<file path="src/inc/reporter_pkg.sv">
// constants and types for the serial reading reporter
// Notes on behaviour
// (RQ1) link runs at 9600 baud by default, same rate both directions
// (RQ2) each character is eight data bits, no parity, one stop bit
// (RQ3) any received character triggers a six-character reply of the shown reading
// (RQ4) always six characters, fifth digit is the least significant digit
// (RQ5) after the reply the transmitter idles until the next character arrives
// (RQ6) reply has no STX, ETX or carriage return; sending stops after last digit (code ends the reply on the point when it sits after the last digit)
// (RQ7) three wires only: receive, transmit, common; no handshake lines
// (RQ8) optional faster bit rate up to 56K baud, same framing and reply
// (RQ9) ASCII digits and period, most significant first, each character LSB first
package reporter_pkg;
    localparam int unsigned CLK_HZ = 100_000_000;
    localparam int unsigned BAUD_DEFAULT = 9600;
    localparam int unsigned BAUD_MAX = 56000;
    localparam int unsigned DIV_DEFAULT = CLK_HZ / BAUD_DEFAULT;
    localparam int unsigned DIV_MIN = CLK_HZ / BAUD_MAX;
    localparam int DIV_W = 16;
    localparam int DATA_W = 8;
    localparam int DIGITS = 5;
    localparam int CHARS = 6;
    localparam int POS_W = 3;
    localparam int BIT_W = 4;
    localparam logic [BIT_W-1:0] FRAME_BITS = 4'h9;
    localparam logic [7:0] ASCII_ZERO = 8'h30;
    localparam logic [7:0] ASCII_POINT = 8'h2e;
    localparam logic [POS_W-1:0] POINT_NONE = 3'h7;
    typedef enum logic [1:0] {
        RX_IDLE = 2'b00,
        RX_START = 2'b01,
        RX_DATA = 2'b10,
        RX_STOP = 2'b11
    } rx_state_t;
    typedef enum logic [1:0] {
        RP_IDLE = 2'b00,
        RP_SEND = 2'b01,
        RP_WAIT = 2'b10
    } rp_state_t;
endpackage

</file>
<file path="src/inc/byte_stream_if.sv">
// valid/ready byte carrier between the reply sequencer and the transmitter
`timescale 1ns/100ps
interface byte_stream_if;
    logic valid;
    logic ready;
    logic [7:0] data;
    modport src (output valid, output data, input ready);
    modport snk (input valid, input data, output ready);
endinterface

</file>
<file path="src/verilog/skid_buffer.sv">
// two-entry valid/ready buffer
`timescale 1ns/100ps
module skid_buffer (
    input wire logic clk_i,
    input wire logic rst_n_i,
    byte_stream_if.snk in_s,
    byte_stream_if.src out_s
);
    import reporter_pkg::*;
    logic [DATA_W-1:0] mem_q [2];
    logic wr_q;
    logic rd_q;
    logic [1:0] cnt_q;
    logic push;
    logic pop;

    assign in_s.ready = (cnt_q != 2'h2);
    assign out_s.valid = (cnt_q != 2'h0);
    assign out_s.data = mem_q[rd_q];
    assign push = in_s.valid && in_s.ready;
    assign pop = out_s.valid && out_s.ready;

    always_ff @(posedge clk_i) begin
        if (push) begin
            mem_q[wr_q] <= in_s.data;
        end
    end

    always_ff @(posedge clk_i) begin
        if (!rst_n_i) begin
            wr_q <= 1'b0;
            rd_q <= 1'b0;
            cnt_q <= 2'h0;
        end else begin
            if (push) begin
                wr_q <= ~wr_q;
            end
            if (pop) begin
                rd_q <= ~rd_q;
            end
            cnt_q <= cnt_q + {1'b0, push} - {1'b0, pop};
        end
    end

    never_over_a: assert property (@(posedge clk_i) disable iff (!rst_n_i) cnt_q <= 2'h2)
        else $error("buffer count above two");
endmodule

</file>
<file path="src/verilog/uart_tx.sv">
// serial transmitter, 8N1, lsb first
`timescale 1ns/100ps
module uart_tx (
    input wire logic clk_i,
    input wire logic rst_n_i,
    input wire logic [15:0] div_i,
    byte_stream_if.snk in_s,
    output logic tx_o,
    output logic busy_o
);
    import reporter_pkg::*;
    logic [DIV_W-1:0] cnt_q;
    logic [BIT_W-1:0] bit_q;
    logic [DATA_W:0] sh_q;
    logic busy_q;
    logic tick;

    assign tick = busy_q && (cnt_q == DIV_W'(1));
    assign in_s.ready = !busy_q;
    assign busy_o = busy_q;

    always_ff @(posedge clk_i) begin
        if (!rst_n_i) begin
            busy_q <= 1'b0;
            cnt_q <= '0;
            bit_q <= '0;
            sh_q <= '1;
            tx_o <= 1'b1;
        end else if (!busy_q) begin
            if (in_s.valid) begin
                // start bit, then data lsb first, then a single stop
                busy_q <= 1'b1; // RQ2
                cnt_q <= div_i;
                bit_q <= '0;
                sh_q <= {1'b1, in_s.data}; // RQ9
                tx_o <= 1'b0;
            end
        end else if (tick) begin
            cnt_q <= div_i;
            if (bit_q == FRAME_BITS) begin
                busy_q <= 1'b0;
                tx_o <= 1'b1;
            end else begin
                bit_q <= bit_q + BIT_W'(1);
                tx_o <= sh_q[0]; // RQ9
                sh_q <= {1'b1, sh_q[DATA_W:1]};
            end
        end else begin
            cnt_q <= cnt_q - DIV_W'(1);
        end
    end

    idle_high_a: assert property (@(posedge clk_i) disable iff (!rst_n_i) // RQ2
        (!busy_q && !in_s.valid) |=> tx_o) else $error("line not high while idle");
    start_low_a: assert property (@(posedge clk_i) disable iff (!rst_n_i) // RQ2
        (!busy_q && in_s.valid) |=> !tx_o && busy_q) else $error("no start bit");
endmodule

</file>
<file path="src/verilog/serial_reading_reporter.sv">
// query-response serial port returning the displayed reading
`timescale 1ns/100ps
module serial_reading_reporter #(
    parameter int unsigned CLK_FREQ_HZ = reporter_pkg::CLK_HZ
) (
    input wire logic clk_i,
    input wire logic rst_n_i,
    input wire logic rx_i,
    output logic tx_o,
    input wire logic [19:0] reading_i,
    input wire logic [2:0] point_pos_i,
    input wire logic fast_en_i,
    input wire logic [15:0] fast_div_i,
    output logic busy_o
);
    import reporter_pkg::*;

    // ------------------------------------------------------------
    // bit rate selection
    // ------------------------------------------------------------
    // divisors follow the clock figure; a scaled figure shortens frames in simulation
    localparam int unsigned RATE_DIV = CLK_FREQ_HZ / BAUD_DEFAULT;
    localparam int unsigned FLOOR_DIV = CLK_FREQ_HZ / BAUD_MAX;
    logic [DIV_W-1:0] div;
    // special-order divisor below the floor is ignored and the default rate used, so it can never exceed the top rate
    always_comb begin
        div = DIV_W'(RATE_DIV); // RQ1
        if (fast_en_i && fast_div_i >= DIV_W'(FLOOR_DIV)) begin
            div = fast_div_i; // RQ8
        end
    end

    fast_pick_a: assert property (@(posedge clk_i) disable iff (!rst_n_i) // RQ8
        (fast_en_i && fast_div_i >= DIV_W'(FLOOR_DIV)) |-> div == fast_div_i)
        else $error("fast rate not taken");
    div_floor_a: assert property (@(posedge clk_i) disable iff (!rst_n_i) // RQ8
        div >= DIV_W'(FLOOR_DIV)) else $error("rate above maximum");
    default_rate_a: assert property (@(posedge clk_i) disable iff (!rst_n_i) // RQ1
        !fast_en_i |-> div == DIV_W'(RATE_DIV)) else $error("wrong default rate");

    // ------------------------------------------------------------
    // receive line synchroniser
    // ------------------------------------------------------------
    logic rx_m_q;
    logic rx_s_q;
    always_ff @(posedge clk_i) begin
        if (!rst_n_i) begin
            rx_m_q <= 1'b1;
            rx_s_q <= 1'b1;
        end else begin
            rx_m_q <= rx_i; // RQ7
            rx_s_q <= rx_m_q;
        end
    end

    // ------------------------------------------------------------
    // receiver: only the arrival of a character matters, not its value
    // ------------------------------------------------------------
    rx_state_t rx_q;
    logic [DIV_W-1:0] rcnt_q;
    logic [BIT_W-1:0] rbit_q;
    logic got_q;
    always_ff @(posedge clk_i) begin
        if (!rst_n_i) begin
            rx_q <= RX_IDLE;
            rcnt_q <= '0;
            rbit_q <= '0;
            got_q <= 1'b0;
        end else begin
            got_q <= 1'b0;
            case (rx_q)
                RX_IDLE: begin
                    if (!rx_s_q) begin
                        rx_q <= RX_START;
                        rcnt_q <= div >> 1;
                    end
                end
                RX_START: begin
                    if (rcnt_q != '0) begin
                        rcnt_q <= rcnt_q - DIV_W'(1);
                    end else if (rx_s_q) begin
                        // glitch, not a real start bit
                        rx_q <= RX_IDLE;
                    end else begin
                        rx_q <= RX_DATA;
                        rcnt_q <= div - DIV_W'(1);
                        rbit_q <= '0;
                    end
                end
                RX_DATA: begin
                    if (rcnt_q != '0) begin
                        rcnt_q <= rcnt_q - DIV_W'(1);
                    end else begin
                        rcnt_q <= div - DIV_W'(1);
                        rbit_q <= rbit_q + BIT_W'(1);
                        if (rbit_q == BIT_W'(DATA_W - 1)) begin
                            rx_q <= RX_STOP; // RQ2
                        end
                    end
                end
                RX_STOP: begin
                    if (rcnt_q != '0) begin
                        rcnt_q <= rcnt_q - DIV_W'(1);
                    end else begin
                        rx_q <= RX_IDLE;
                        // framing error still counts as a query
                        got_q <= 1'b1; // RQ3
                    end
                end
                default: rx_q <= RX_IDLE;
            endcase
        end
    end

    one_query_a: assert property (@(posedge clk_i) disable iff (!rst_n_i) // RQ5
        got_q |=> !got_q) else $error("one character seen twice");
    stop_seen_a: assert property (@(posedge clk_i) disable iff (!rst_n_i) // RQ3
        (rx_q == RX_STOP && rcnt_q == '0) |=> got_q) else $error("character not reported");
    data_bits_a: assert property (@(posedge clk_i) disable iff (!rst_n_i) // RQ2
        (rx_q == RX_DATA) |-> rbit_q < BIT_W'(DATA_W)) else $error("too many data bits");

    // ------------------------------------------------------------
    // reply sequencer
    // ------------------------------------------------------------
    byte_stream_if seq_s ();
    byte_stream_if tx_s ();
    rp_state_t rp_q;
    logic [POS_W-1:0] pos_q;
    logic [POS_W-1:0] dig_q;
    logic [19:0] snap_q;
    logic [POS_W-1:0] pt_q;
    logic [7:0] chr_q;
    logic pend_q;

    function automatic logic [7:0] char_at(input logic [19:0] rd,
                                           input logic [POS_W-1:0] pt,
                                           input logic [POS_W-1:0] pos,
                                           input logic [POS_W-1:0] dig);
        logic [3:0] nib;
        nib = rd[19:16];
        case (dig)
            3'h0: nib = rd[19:16];
            3'h1: nib = rd[15:12];
            3'h2: nib = rd[11:8];
            3'h3: nib = rd[7:4];
            default: nib = rd[3:0];
        endcase
        if (pos == pt) begin
            char_at = ASCII_POINT; // RQ9
        end else begin
            char_at = ASCII_ZERO | {4'h0, nib}; // RQ9
        end
    endfunction

    assign seq_s.valid = (rp_q == RP_SEND);
    assign seq_s.data = chr_q;

    always_ff @(posedge clk_i) begin
        if (!rst_n_i) begin
            rp_q <= RP_IDLE;
            pos_q <= '0;
            dig_q <= '0;
            snap_q <= '0;
            pt_q <= POINT_NONE;
            chr_q <= ASCII_ZERO;
            pend_q <= 1'b0;
        end else begin
            // a query that lands mid-reply is kept; further ones in the same reply merge into it
            if (got_q && rp_q != RP_IDLE) begin
                pend_q <= 1'b1; // RQ5
            end
            case (rp_q)
                RP_IDLE: begin
                    if (got_q || pend_q) begin
                        // a query landing as the pending one is taken waits its turn
                        pend_q <= got_q && pend_q; // RQ5
                        // freeze the reading so all six characters agree
                        snap_q <= reading_i; // RQ3
                        // point outside the group defaults to after the last digit
                        pt_q <= (point_pos_i < POS_W'(CHARS)) ? point_pos_i
                                                              : POS_W'(DIGITS); // RQ4
                        pos_q <= '0;
                        dig_q <= '0;
                        chr_q <= char_at(reading_i,
                                         (point_pos_i < POS_W'(CHARS)) ? point_pos_i
                                                                       : POS_W'(DIGITS),
                                         '0, '0);
                        rp_q <= RP_SEND;
                    end
                end
                RP_SEND: begin
                    if (seq_s.ready) begin
                        if (pos_q == POS_W'(CHARS - 1)) begin
                            // nothing appended after the last character
                            rp_q <= RP_WAIT; // RQ6
                        end else begin
                            pos_q <= pos_q + POS_W'(1);
                            if (pos_q != pt_q) begin
                                dig_q <= dig_q + POS_W'(1);
                                chr_q <= char_at(snap_q, pt_q, pos_q + POS_W'(1),
                                                 dig_q + POS_W'(1)); // RQ4
                            end else begin
                                chr_q <= char_at(snap_q, pt_q, pos_q + POS_W'(1), dig_q);
                            end
                        end
                    end
                end
                RP_WAIT: begin
                    if (!tx_s.valid && !busy_o) begin
                        rp_q <= RP_IDLE; // RQ5
                    end
                end
                default: rp_q <= RP_IDLE;
            endcase
        end
    end

    // ------------------------------------------------------------
    // buffer and transmitter
    // ------------------------------------------------------------
    skid_buffer u_buf (
        .clk_i(clk_i),
        .rst_n_i(rst_n_i),
        .in_s(seq_s),
        .out_s(tx_s)
    );

    uart_tx u_tx (
        .clk_i(clk_i),
        .rst_n_i(rst_n_i),
        .div_i(div),
        .in_s(tx_s),
        .tx_o(tx_o),
        .busy_o(busy_o)
    );

    // ------------------------------------------------------------
    // checks
    // ------------------------------------------------------------
    logic [3:0] sent_q;
    always_ff @(posedge clk_i) begin
        if (!rst_n_i || (rp_q == RP_IDLE && (got_q || pend_q))) begin
            sent_q <= '0;
        end else if (seq_s.valid && seq_s.ready) begin
            sent_q <= sent_q + 4'h1;
        end
    end

    // frames the transmitter took for the current reply
    logic [3:0] frames_q;
    always_ff @(posedge clk_i) begin
        if (!rst_n_i || (rp_q == RP_IDLE && (got_q || pend_q))) begin
            frames_q <= '0;
        end else if (tx_s.valid && tx_s.ready) begin
            frames_q <= frames_q + 4'h1;
        end
    end

    // decimal points handed on in the current reply
    logic [2:0] dots_q;
    always_ff @(posedge clk_i) begin
        if (!rst_n_i || (rp_q == RP_IDLE && (got_q || pend_q))) begin
            dots_q <= '0;
        end else if (seq_s.valid && seq_s.ready && seq_s.data == ASCII_POINT) begin
            dots_q <= dots_q + 3'h1;
        end
    end

    six_chars_a: assert property (@(posedge clk_i) disable iff (!rst_n_i) // RQ4
        (rp_q == RP_SEND) |-> sent_q < 4'h6) else $error("more than six chars");
    no_ctrl_a: assert property (@(posedge clk_i) disable iff (!rst_n_i) // RQ6
        seq_s.valid |-> seq_s.data != 8'h02 && seq_s.data != 8'h03 && seq_s.data != 8'h0d)
        else $error("control char in reply");
    ascii_only_a: assert property (@(posedge clk_i) disable iff (!rst_n_i) // RQ9
        seq_s.valid |-> (seq_s.data == ASCII_POINT || seq_s.data[7:4] == 4'h3))
        else $error("non-ascii reply char");
    query_start_a: assert property (@(posedge clk_i) disable iff (!rst_n_i) // RQ3
        (got_q && rp_q == RP_IDLE) |=> rp_q == RP_SEND) else $error("query ignored");
    idle_quiet_a: assert property (@(posedge clk_i) disable iff (!rst_n_i) // RQ5
        (rp_q == RP_IDLE && !got_q && !pend_q) |=> !seq_s.valid)
        else $error("send without query");
    end_wait_a: assert property (@(posedge clk_i) disable iff (!rst_n_i) // RQ5
        (rp_q == RP_SEND && seq_s.ready && pos_q == POS_W'(CHARS - 1)) |=> rp_q == RP_WAIT)
        else $error("reply did not stop");
    reading_frozen_a: assert property (@(posedge clk_i) disable iff (!rst_n_i) // RQ3
        (rp_q != RP_IDLE) |=> $stable(snap_q)) else $error("reading changed in reply");
    query_kept_a: assert property (@(posedge clk_i) disable iff (!rst_n_i) // RQ5
        (got_q && rp_q != RP_IDLE) |=> pend_q) else $error("query lost mid-reply");
    pend_served_a: assert property (@(posedge clk_i) disable iff (!rst_n_i) // RQ5
        (rp_q == RP_IDLE && pend_q) |=> rp_q == RP_SEND)
        else $error("pending query not answered");
    hold_char_a: assert property (@(posedge clk_i) disable iff (!rst_n_i) // RQ9
        (seq_s.valid && !seq_s.ready) |=> seq_s.valid && $stable(seq_s.data))
        else $error("char dropped under stall");
    full_group_a: assert property (@(posedge clk_i) disable iff (!rst_n_i) // RQ4
        (rp_q == RP_WAIT && !tx_s.valid && !busy_o) |-> frames_q == 4'(CHARS))
        else $error("reply not six frames");
    one_point_a: assert property (@(posedge clk_i) disable iff (!rst_n_i) // RQ3
        (rp_q == RP_WAIT) |-> dots_q == 3'h1)
        else $error("reply without exactly one point");

    reply_c: cover property (@(posedge clk_i) disable iff (!rst_n_i)
        rp_q == RP_WAIT && sent_q == 4'h6);
    pend_c: cover property (@(posedge clk_i) disable iff (!rst_n_i) pend_q);
    stall_c: cover property (@(posedge clk_i) disable iff (!rst_n_i)
        seq_s.valid && !seq_s.ready);
    tail_point_c: cover property (@(posedge clk_i) disable iff (!rst_n_i)
        rp_q == RP_SEND && pt_q == POS_W'(DIGITS));
    fast_rate_c: cover property (@(posedge clk_i) disable iff (!rst_n_i)
        fast_en_i && div == fast_div_i);
endmodule

</file>
<file path="config.mk">
export PLATFORM = sky130hd
export DESIGN_NAME = serial_reading_reporter
export DESIGN_NICKNAME = d
export VERILOG_FILES = /design/src/inc/reporter_pkg.sv /design/src/inc/byte_stream_if.sv /design/src/verilog/skid_buffer.sv /design/src/verilog/uart_tx.sv /design/src/verilog/serial_reading_reporter.sv
export SDC_FILE = /design/constraint.sdc
export NUM_CORES = 1
export LEC_CHECK = 0
export ABC_AREA = 1
export BUFFER_PORTS_ARGS = -buffer_cell sky130_fd_sc_hd__buf_4
export CAP_MARGIN = 20
export CORE_MARGIN = 1.5
export CORE_UTILIZATION = 52
export CTS_BUF_LIST = sky130_fd_sc_hd__clkbuf_16
export DETAILED_ROUTE_END_ITERATION = 7
export GPL_ROUTABILITY_DRIVEN = 1
export PLACE_DENSITY = 0.7
export SYNTH_ARGS = -nofsm -noshare
export SYNTH_HDL_FRONTEND = slang
export SYNTH_SLANG_ARGS = --single-unit
</file>
<file path="constraint.sdc">
create_clock -name clk_i -period 4.35 [get_ports clk_i]
set_input_delay 0 -clock clk_i [delete_from_list [all_inputs] [get_ports clk_i]]
set_output_delay 0 -clock clk_i [all_outputs]
set_load 0.01 [all_outputs]
</file>
After elaboration in Yosys (flattened, before gate mapping)
Memory sizes are Yosys's and may differ from the RTL's. A register that Yosys moved wholly into a read port is not among the register bits.
Index checks and enable logic that the tools add are counted.
Cells by class
  multiplexer cells: 69
  equal/unequal tests: 34
  reduce and logical (&&, ||, !) cells: 31
  add/sub/neg operators: 9
  order comparisons: 2
  bitwise operators: 2
Operators with widths (count)
  16-bit two-way mux: 9
  16-bit one-hot mux with 4 select lines: 1
  16-bit by 1-bit subtractor with 16-bit output (second input constant): 3
  9-bit two-way mux: 4
  8-bit two-way mux: 4
  4-bit one-hot mux with 4 select lines: 2
  2-bit inequality test (second input constant): 15
  4-bit two-way mux: 7
  3-bit two-way mux: 7
  2-bit two-way mux: 10
  16-bit by 1-bit == test with 1-bit output (second input constant): 1
  16-bit by 11-bit >= comparator with 1-bit output (second input constant): 1
  1-bit two-way mux: 16
  8-bit one-hot mux with 2 select lines: 1
  16-bit nonzero test: 1
  5-bit two-way mux: 3
  3-bit by 2-bit == test with 1-bit output (second input constant): 4
  3-bit one-hot mux with 2 select lines: 2
  4-bit AND reduction: 3
  5-bit AND reduction: 2
  2-bit nonzero test: 5
  3-bit zero test: 3
  4-bit by 1-bit adder with 4-bit output (second input constant): 2
  2-bit one-hot mux with 4 select lines: 1
  other kinds (23): 40
Word-level totals
  flip-flop bits (word level): 100
  output and inout port bits: 2
  logic and storage cells: 169
  memory bits (writable): 16
  bits of input ports: 43
  memories: 1
Memory list
  u_buf.mem_q: words 2, width 8, rd ports 1, clocked after Yosys merged registers in 1, wr ports 1, line skid_buffer.sv:10  | logic [DATA_W-1:0] mem_q [2];

Depth between registers and ports, before layout
Gate-level depths: netlist of the first run.
  depth after elaboration: 8
  gate-level depth with buffers: 19

Cells and area by module
From an unflattened synthesis of the first run, not the netlist that was laid out.
Unflattened totals
  cell total of the unflattened synthesis: 1053
  area total of the unflattened synthesis: 7140.6 µm²
Modules (own cells, without submodules)
  serial_reading_reporter: sequential area each 1241.2 µm², instances 1, area an instance 4364.2 µm², cells an instance 674
  uart_tx: sequential area each 600.6 µm², instances 1, area an instance 1904.3 µm², cells an instance 318
  skid_buffer: sequential area each 580.6 µm², instances 1, area an instance 872.1 µm², cells an instance 61

Worst setup path after synthesis of the first run
OpenSTA, ideal clock, no wires.
  path kind: reg2reg
  from: register dig_q[0]
  to: register chr_q[0]
  stages on the path, launching flop included: 12
  clock period less this slack: 1.887 ns
  data arrival time: 1.766 ns
  buffers on the path: 0
  setup slack: 2.463 ns
  required time: 4.228 ns
  path through: dfxtp_1 -> ha_1 -> ha_1 -> nand2_1 -> inv_1 -> nor2_1 -> nand3_1 -> o21ai_0 -> a2111oi_0 -> nor2_1 -> o21ai_0 -> a21oi_1
On the way
  word-level cells in the longest chain between the ends: 8
  elaborated cells between the ends (all ways): 17
  those cells by class: add/sub: 1; eq/ne: 6; mux: 8; reduce/logical: 2
Ends and longest elaborated chain
  from (decl): line serial_reading_reporter.sv:129  | logic [POS_W-1:0] dig_q;
  from (signal assigned): line serial_reading_reporter.sv:199  | dig_q <= dig_q + POS_W'(1);
  3-bit by 1-bit adder with 3-bit output: line serial_reading_reporter.sv:201  | dig_q + POS_W'(1));
  3-bit by 2-bit == test with 1-bit output (tied with other cells): line serial_reading_reporter.sv:141  | case (dig)
  4-bit one-hot mux with 4 select lines: line serial_reading_reporter.sv:141
  5-bit two-way mux: line serial_reading_reporter.sv:148  | if (pos == pt) begin
  8-bit two-way mux *: line serial_reading_reporter.sv:198  | if (pos_q != pt_q) begin
  8-bit two-way mux *: line serial_reading_reporter.sv:193  | if (pos_q == POS_W'(CHARS - 1)) begin
  8-bit two-way mux *: line serial_reading_reporter.sv:192  | if (seq_s.ready) begin
  8-bit one-hot mux with 2 select lines *: line serial_reading_reporter.sv:172  | case (rp_q)
  to (signal assigned): line serial_reading_reporter.sv:184  | chr_q <= char_at(reading_i,
  to (signal assigned): line serial_reading_reporter.sv:200  | chr_q <= char_at(snap_q, pt_q, pos_q + POS_W'(1),
  to (signal assigned): line serial_reading_reporter.sv:203  | chr_q <= char_at(snap_q, pt_q, pos_q + POS_W'(1), dig_q);
  to (decl): line serial_reading_reporter.sv:132  | logic [7:0] chr_q;
Mark *: on every way between the ends. The rest lies on a longest branch, timed or not. The select of a mux whose other input is x is not followed.
A chain may end at the register's enable or synchronous reset.

Worst setup path after layout of the first run
  from: register rp_q[1]
  to: register pt_q[1]
On the way
  word-level cells in the longest chain between the ends: 2
Ends and longest elaborated chain
  from (decl): line serial_reading_reporter.sv:127  | rp_state_t rp_q;
  from (signal assigned): line serial_reading_reporter.sv:160  | rp_q <= RP_IDLE;
  from (signal assigned): line serial_reading_reporter.sv:188  | rp_q <= RP_SEND;
  from (signal assigned): line serial_reading_reporter.sv:195  | rp_q <= RP_WAIT;
  2-bit zero test: line serial_reading_reporter.sv:172
  2-bit AND reduction (no source line)
  to (signal assigned): line serial_reading_reporter.sv:180  | pt_q <= (point_pos_i < POS_W'(CHARS)) ? point_pos_i
  to (decl): line serial_reading_reporter.sv:131  | logic [POS_W-1:0] pt_q;
Every way passes these cells.

==> results of run 1 <==
[cell families (layout without fill, tap and decap cells)]
| logic type | after synthesis | after routing |
|---|---|---|
| buffers and inverters | 159 | 216 |
| AOI/OAI and AO/OA | 232 | 232 |
| adders and majority gates | 25 | 25 |
| and+or+nand+nor | 384 | 384 |
| xor gates and xnor gates | 27 | 27 |
| muxes | 5 | 5 |
| DFF | 107 | 107 |
[per-layer routing]
| layer | GRT usage, % | part of all wire [%] | vias up |
|---|---|---|---|
| met5 | 0 | 0 | - |
| met4 | 6.67 | 1.3 | 0 |
| met3 | 5.17 | 5.0 | 13 |
| met2 | 41.2 | 45 | 154 |
| met1 | 36.1 | 49 | 2763 |
| li1 | - | - | 3223 |
[worst reg2reg max path, delay by kind of cell, from the launching register on]
kind	cells	cell delay (ns)
buffers and inverters	2	0.93
AND/OR/NAND/NOR	2	0.73
AO/OA/AOI/OAI	1	0.57
flip-flops	1	0.33
[worst max-delay path by stage]
stage | endpoint | slack [ns] | depth (start not counted) | from
3_5_place_dp | pt_q[1] | 1.70 | 5 | rp_q[1]
5_1_grt | snap_q[10] | 1.33 | 6 | rp_q[1]
6_report | pt_q[1] | 1.68 | 5 | rp_q[1]
2_1_floorplan | chr_q[0] | 2.46 | 11 | dig_q[0]
3_3_place_gp | pt_q[1] | 1.78 | 5 | rp_q[1]
4_1_cts | pt_q[1] | 1.70 | 5 | rp_q[1]
[Yosys cell counts, drive strengths merged (4+ instances only)]
master    n
nor2    111
nand2   176
o211ai   23
a221oi    6
a21oi    92
clkinv    5
clkbuf   23
edfxtp   10
xor2     16
o21ai    87
inv     122
a31oi     4
or2      11
dfxtp    97
nand4    16
ha       25
nor3     11
xnor2    11
mux2i     5
nand3    56
o22ai     7
buf       9
[through the flow]
step	total power, mW	util, %	worst slack [ns]
floorplan	3.18	-	2.46
global placement	3.64	57.2	1.78
detailed placement	3.67	57.2	1.70
CTS	4.58	62.0	1.70
global route	4.99	62.0	1.33
finish	4.58	62.0	1.68
[area by class of cell]
type / count / area [µm²]
inverter: 127 / 477
sequential: 107 / 2240
timing repair buffer: 73 / 613
clock inverter: 7 / 91.3
clock buffer: 9 / 225
fill: 1163 / 4610
tap: 168 / 210
multi-input combinational: 673 / 3650
[power by group through the flow]
| stage | logic, mW | registers (mW) | clock network (mW) |
|---|---|---|---|
| finish | 2.34 | 1.36 | 0.875 |
| global route | 2.67 | 1.40 | 0.929 |
| CTS | 2.33 | 1.36 | 0.894 |
| detailed placement | 2.29 | 1.38 | 0 |
| global placement | 2.26 | 1.38 | 0 |
| floorplan | 1.85 | 1.33 | 0 |
[sequential cells by signal, indices dropped and copies added (netlist names), 2 cells and up, named ones only]
register     flops
snap_q          20
rcnt_q          16
u_tx.cnt_q      16
u_buf.mem_q     10
u_tx.sh_q        8
chr_q            5
rbit_q           4
u_tx.bit_q       4
dig_q            3
pos_q            3
pt_q             3
rp_q             2
u_buf.cnt_q      2
[timing repair]
action                                 in CTS  in global routing
endpoints found under the hold margin      28                  0
hold buffers                               26                  0
buffers inserted                            0                  0
==> results.json, run 1 <==
{
  "finalHoldViolations": 0,
  "area_growth_pct": 15.4,
  "synthesis.area_um2": 6500,
  "holdPathStages": 2,
  "synthMuxAreaShare_pct": 0.770,
  "grt_pass1_wl_um": 27300,
  "post_drt_wl_per_cell_um": 13.8,
  "place_area_um2": 6930,
  "place.gp.congestion": 0.917,
  "power_switching_share_pct": 45.2,
  "p_sw_mw": 2.07,
  "grt_start_max_net_pins": 51,
  "tightest_slew_ns": 0.805,
  "seq_power_share_pct": 29.8,
  "worstSetupStartpointType": "flop",
  "cts.sinks": 107,
  "rsz0062_at_grt": "no",
  "setup_viol": 0,
  "synthXorXnorAreaFrac_pct": 3.64,
  "pwr-share-comb_pct": 51.1,
  "cts_buffers": 9,
  "dr.pass1.iters": 5,
  "cts_tree": "yes",
  "p_leak_nw": 3.19,
  "ff2ff_setup_slack_ns": 1.68,
  "reg2regPathDepth": 5,
  "cts.reportedPaths.clkPinSlew_ns": 0.07,
  "vias": 6153,
  "path_cells": "nor2_1 > inv_1 > nor2_1 > clkinv_1 > a221o_1",
  "yosys_warnings": 0,
  "fin_nets": 1059,
  "synth_cell_types": 52,
  "final_cell_mix": "nand2_1, inv_1, nor2_1",
  "cp-end-kind": "flop",
  "status": "finished clean",
  "layout.cells.non_filler": 1164,
  "hold_start": "rst_n_i",
  "relSlewSlack_pct": 46.0,
  "grt_usage_pct": 25.9,
  "clockPowerShare_pct": 19.1,
  "crit_slowest_cell": "clkinv_1",
  "synth_compound_area_share_pct": 20.4,
  "maxSlewViolCount": 0,
  "io_pins": 45,
  "critPathTopFamily": "buffers and inverters",
  "worstPathBufferInverterCount": 2,
  "synth-main-ff-cell": "dfxtp_1",
  "yosys.area.top_type": "dfxtp_1",
  "rows": 40,
  "cts_max_path_buffers": 2,
  "synth-simple-area-share_pct": 26.5,
  "power.internal_mw": 2.51,
  "period_needed_ns": 2.67,
  "netlist_instances": 939,
  "port-buffer-count": 44,
  "clockRootBuffer": "clkbuf_16",
  "setup_tns_ns": 0,
  "min_path_type": "input port to flop",
  "num_antenna_cells": 0,
  "synth.avg_cell_area_um2": 6.93,
  "synth_edf_count": 10,
  "worst_hold_path.endpoint": "chr_q[4]",
  "wl_um": 16000,
  "ys_ff_latch": 107,
  "overflow": 0,
  "finClkSkew_ns": 0.00736,
  "clock_latency_ns": 0.36,
  "initial_core_util_pct": 53.7,
  "synth_fa_ha_area_share_pct": 4.81,
  "synthArstFlopShare_pct": 0,
  "synth_top_family_by_area": "simple AND/OR/NAND/NOR gates",
  "final_common_cell": "nand2_1",
  "dieArea_um2": 13200,
  "cts_resized": 0,
  "die_w_um": 115,
  "cp_max_fo": 36,
  "worst_r2r_endpoint": "pt_q[1]",
  "antenna_found_initial": 0,
  "max_freq_mhz": 375,
  "crit_arrival_ns": 2.91,
  "h-tree-depth": 3,
  "max_cap_viol_count": 0,
  "synthTopCellsByArea": "dfxtp_1, nand2_1, a21oi_1",
  "place_inst": 1122,
  "drt_iter0_drc": 454,
  "drive_gt1_share_pct": 11.0,
  "synth_nets": 1007,
  "synth_top_area_share_pct": 29.9,
  "grt_pass1_vias": 5670,
  "coreArea_um2": 12100,
  "whs_ns": 0.0717,
  "die-height_um": 115,
  "crit_type": "flop to flop",
  "yosysSeqAreaShare_pct": 34.5,
  "critPathMaxStageDelay_ns": 0.87,
  "drc": 0,
  "vias_per_cell": 5.29,
  "reg2reg_from": "rp_q[1]",
  "ant_nets": 0,
  "fin_crit_sh_pct": 61.3,
  "powerDensity_nw_per_um2": 610,
  "peakVddDrop_v": 0.000369,
  "dp_hpwl_um": 11300,
  "critical_path_required_ns": 4.59,
  "final_area_um2": 7500,
  "cpMostUsedCell": "nor2_1"
}
Power figures use the tool's default switching activity.
==> run 2: changes to the inputs <==
--- a/config.mk
+++ b/config.mk
@@ -13,7 +13,7 @@
 export CTS_BUF_LIST = sky130_fd_sc_hd__clkbuf_16
 export DETAILED_ROUTE_END_ITERATION = 7
 export GPL_ROUTABILITY_DRIVEN = 1
-export PLACE_DENSITY = 0.7
+export PLACE_DENSITY = 0.73
 export SYNTH_ARGS = -nofsm -noshare
 export SYNTH_HDL_FRONTEND = slang
 export SYNTH_SLANG_ARGS = --single-unit
==> constraint.sdc (replaced) <==
create_clock -name clk_i -period 2.3 [get_ports clk_i]
set_input_delay 0 -clock clk_i [delete_from_list [all_inputs] [get_ports clk_i]]
set_output_delay 0 -clock clk_i [all_outputs]
set_load 0.01 [all_outputs]
==> run 2 against run 1 <==
First-iteration DRC count up 3.1%. Sequential power up 89%. Register-to-register slack worse by 1.5 ns. Clock-buffer cell count unchanged. Final cell count up 1.6%. Critical endpoint is now rbit_q[0].
==> results.json, run 2 (same netlist as run 1, synthesis figures left out) <==
{
  "setup_viol": 0,
  "maxSlewViolCount": 0,
  "overflow": 0,
  "reg2reg_from": "rcnt_q[0]",
  "cpMostUsedCell": "inv_2",
  "vias_per_cell": 5.37,
  "p_leak_nw": 3.27,
  "seq_power_share_pct": 29.7,
  "grt_usage_pct": 25.0,
  "peakVddDrop_v": 0.000896,
  "fin_nets": 1078,
  "final_common_cell": "nand2_1",
  "critPathMaxStageDelay_ns": 0.34,
  "clockRootBuffer": "clkbuf_16",
  "status": "finished clean",
  "finClkSkew_ns": 0.00838,
  "dr.pass1.iters": 7,
  "seq_area_um2": 2240,
  "cts.sinks": 107,
  "cp-end-kind": "flop",
  "cp_max_fo": 7,
  "drt_iter0_drc": 468,
  "rsz0062_at_grt": "no",
  "rows": 40,
  "use_met1_pct": 33.7,
  "crit_slowest_cell": "dfxtp_1",
  "crit_arrival_ns": 2.41,
  "num_antenna_cells": 0,
  "ant_nets": 0,
  "whs_ns": 0.0139,
  "grt_busiest_layer": "met2",
  "final_cell_mix": "nand2_1, inv_1, nor2_1",
  "initial_core_util_pct": 53.7,
  "relSlewSlack_pct": 59.4,
  "max_cap_viol_count": 0,
  "cts_buffers": 9,
  "finalHoldViolations": 0,
  "cts_tree": "yes",
  "cts_setup_buffers": 0,
  "period_needed_ns": 2.11,
  "grt_pass1_wl_um": 26600,
  "pwr-share-comb_pct": 53.2,
  "h-tree-depth": 3,
  "fin_crit_sh_pct": 91.9,
  "dieArea_um2": 13200,
  "max_freq_mhz": 473,
  "area_growth_pct": 17.4,
  "grt_pass1_vias": 5659,
  "tightest_slew_ns": 0.605,
  "antenna_found_initial": 0,
  "die_w_um": 115,
  "reg2regPathDepth": 13,
  "drc": 0,
  "die-height_um": 115,
  "drive_gt1_share_pct": 13.1,
  "hold_start": "fast_div_i[0]",
  "ff2ff_setup_slack_ns": 0.19,
  "dp_hpwl_um": 11500,
  "worst_r2r_endpoint": "rbit_q[0]",
  "post_drt_wl_per_cell_um": 13.6,
  "path_cells": "inv_1 > ha_1 > nand4_1 > inv_2 > nand2_4 > nor3_4 > inv_2 > nor3_4 > inv_2 > nor2_4 > inv_2 > or2_0 > a21oi_2",
  "fillerInstances": 1112,
  "setup_tns_ns": 0,
  "port-buffer-count": 44,
  "worstPathBufferInverterCount": 5,
  "vias": 6357,
  "wl_um": 16100,
  "worstSetupStartpointType": "flop",
  "cts.reportedPaths.clkPinSlew_ns": 0.08,
  "coreArea_um2": 12100,
  "use_met2_pct": 40.5,
  "worst_hold_path.endpoint": "u_tx.cnt_q[0]",
  "grt_use_met3_pct": 6.33,
  "multi_input_area_um2": 3660,
  "crit_type": "flop to flop",
  "p_sw_mw": 3.93,
  "largest_reg_flops": 20,
  "largest_register": "snap_q",
  "critPathTopFamily": "simple AND/OR/NAND/NOR gates",
  "power.internal_mw": 4.73,
  "holdPathStages": 3,
  "biggestRegsByFlops": "snap_q (20), rcnt_q (16), u_tx.cnt_q (16)",
  "grt_start_max_net_pins": 50,
  "place.gp.congestion": 0.942,
  "power_switching_share_pct": 45.4,
  "io_pins": 45,
  "cts_max_path_buffers": 2,
  "clockPowerShare_pct": 17.1,
  "powerDensity_nw_per_um2": 1130,
  "clock_latency_ns": 0.36,
  "critical_path_required_ns": 2.60,
  "min_path_type": "input port to flop"
}
run 2: changes by cell type in the layout (fill, tap and decap cells not counted), sizes merged:
| cell | previous run | this run |
|---|---|---|
| clkinv | 9 | 10 |
| bufinv | 2 | 0 |
| dlygate4sd3 | 26 | 25 |
| inv | 123 | 124 |
| buf | 47 | 67 |
run 2: power groups by stage:
stage	logic [mW]	clock network [mW]	registers, mW
after floorplan	3.49	0	2.52
after global placement	4.47	0	2.61
after detailed placement	4.52	0	2.60
after CTS	4.58	1.51	2.57
after global routing	5.19	1.58	2.62
final	4.61	1.48	2.57
run 2: per-stage QoR:
step                std cells  power [mW]  utilization (%)  setup WS [ns]  instance area [µm²]
finish                   1183        8.66             63.0          0.187                 7630
global route             1183        9.39             63.0        0.00193                 7630
CTS                      1183        8.66             62.9          0.184                 7620
detailed placement       1142        7.12             58.5          0.215                 7090
global placement         1142        7.08             58.5          0.269                 7090
floorplan                 939        6.02                -          0.413                 6500
run 2: what timing repair did:
item	4_1_cts	5_1_grt
setup endpoints to repair	0	3
hold buffers	25	0
gates resized for setup	0	3
endpoints found under the hold margin	27	0
run 2: worst max path at each step:
stage          startpoint  slack, ns         to  cells after the start
2_1_floorplan    dig_q[0]       0.41   chr_q[0]                     11
3_3_place_gp     dig_q[0]       0.27   chr_q[0]                     11
3_5_place_dp     dig_q[0]       0.21   chr_q[0]                     11
4_1_cts          dig_q[0]       0.18   chr_q[0]                     11
5_1_grt         rcnt_q[0]      0.002  rcnt_q[2]                     14
6_report        rcnt_q[0]       0.19  rbit_q[0]                     13
run 2: layer usage:
layer	wire length, µm	part of all wire, %	vias up
met4	274	1.7	0
met1	7440	46	2866
li1	-	-	3258
met5	0	0	-
met2	7320	45	202
met3	1080	6.7	31
run 2: worst min-delay path: cells and delay by family:
| kind | cells | cell delay [ns] |
|---|---|---|
| AO/OA/AOI/OAI | 2 | 0.19 |
| buffers and inverters | 1 | 0.13 |
run 2: cell type report:
class | count | area share [%]
clock inverter | 7 | 0.672
timing repair buffer | 92 | 10.0
multi-input combinational | 673 | 48.0
inverter | 127 | 6.24
clock buffer | 9 | 2.95
tap | 168 | 2.75
sequential | 107 | 29.4
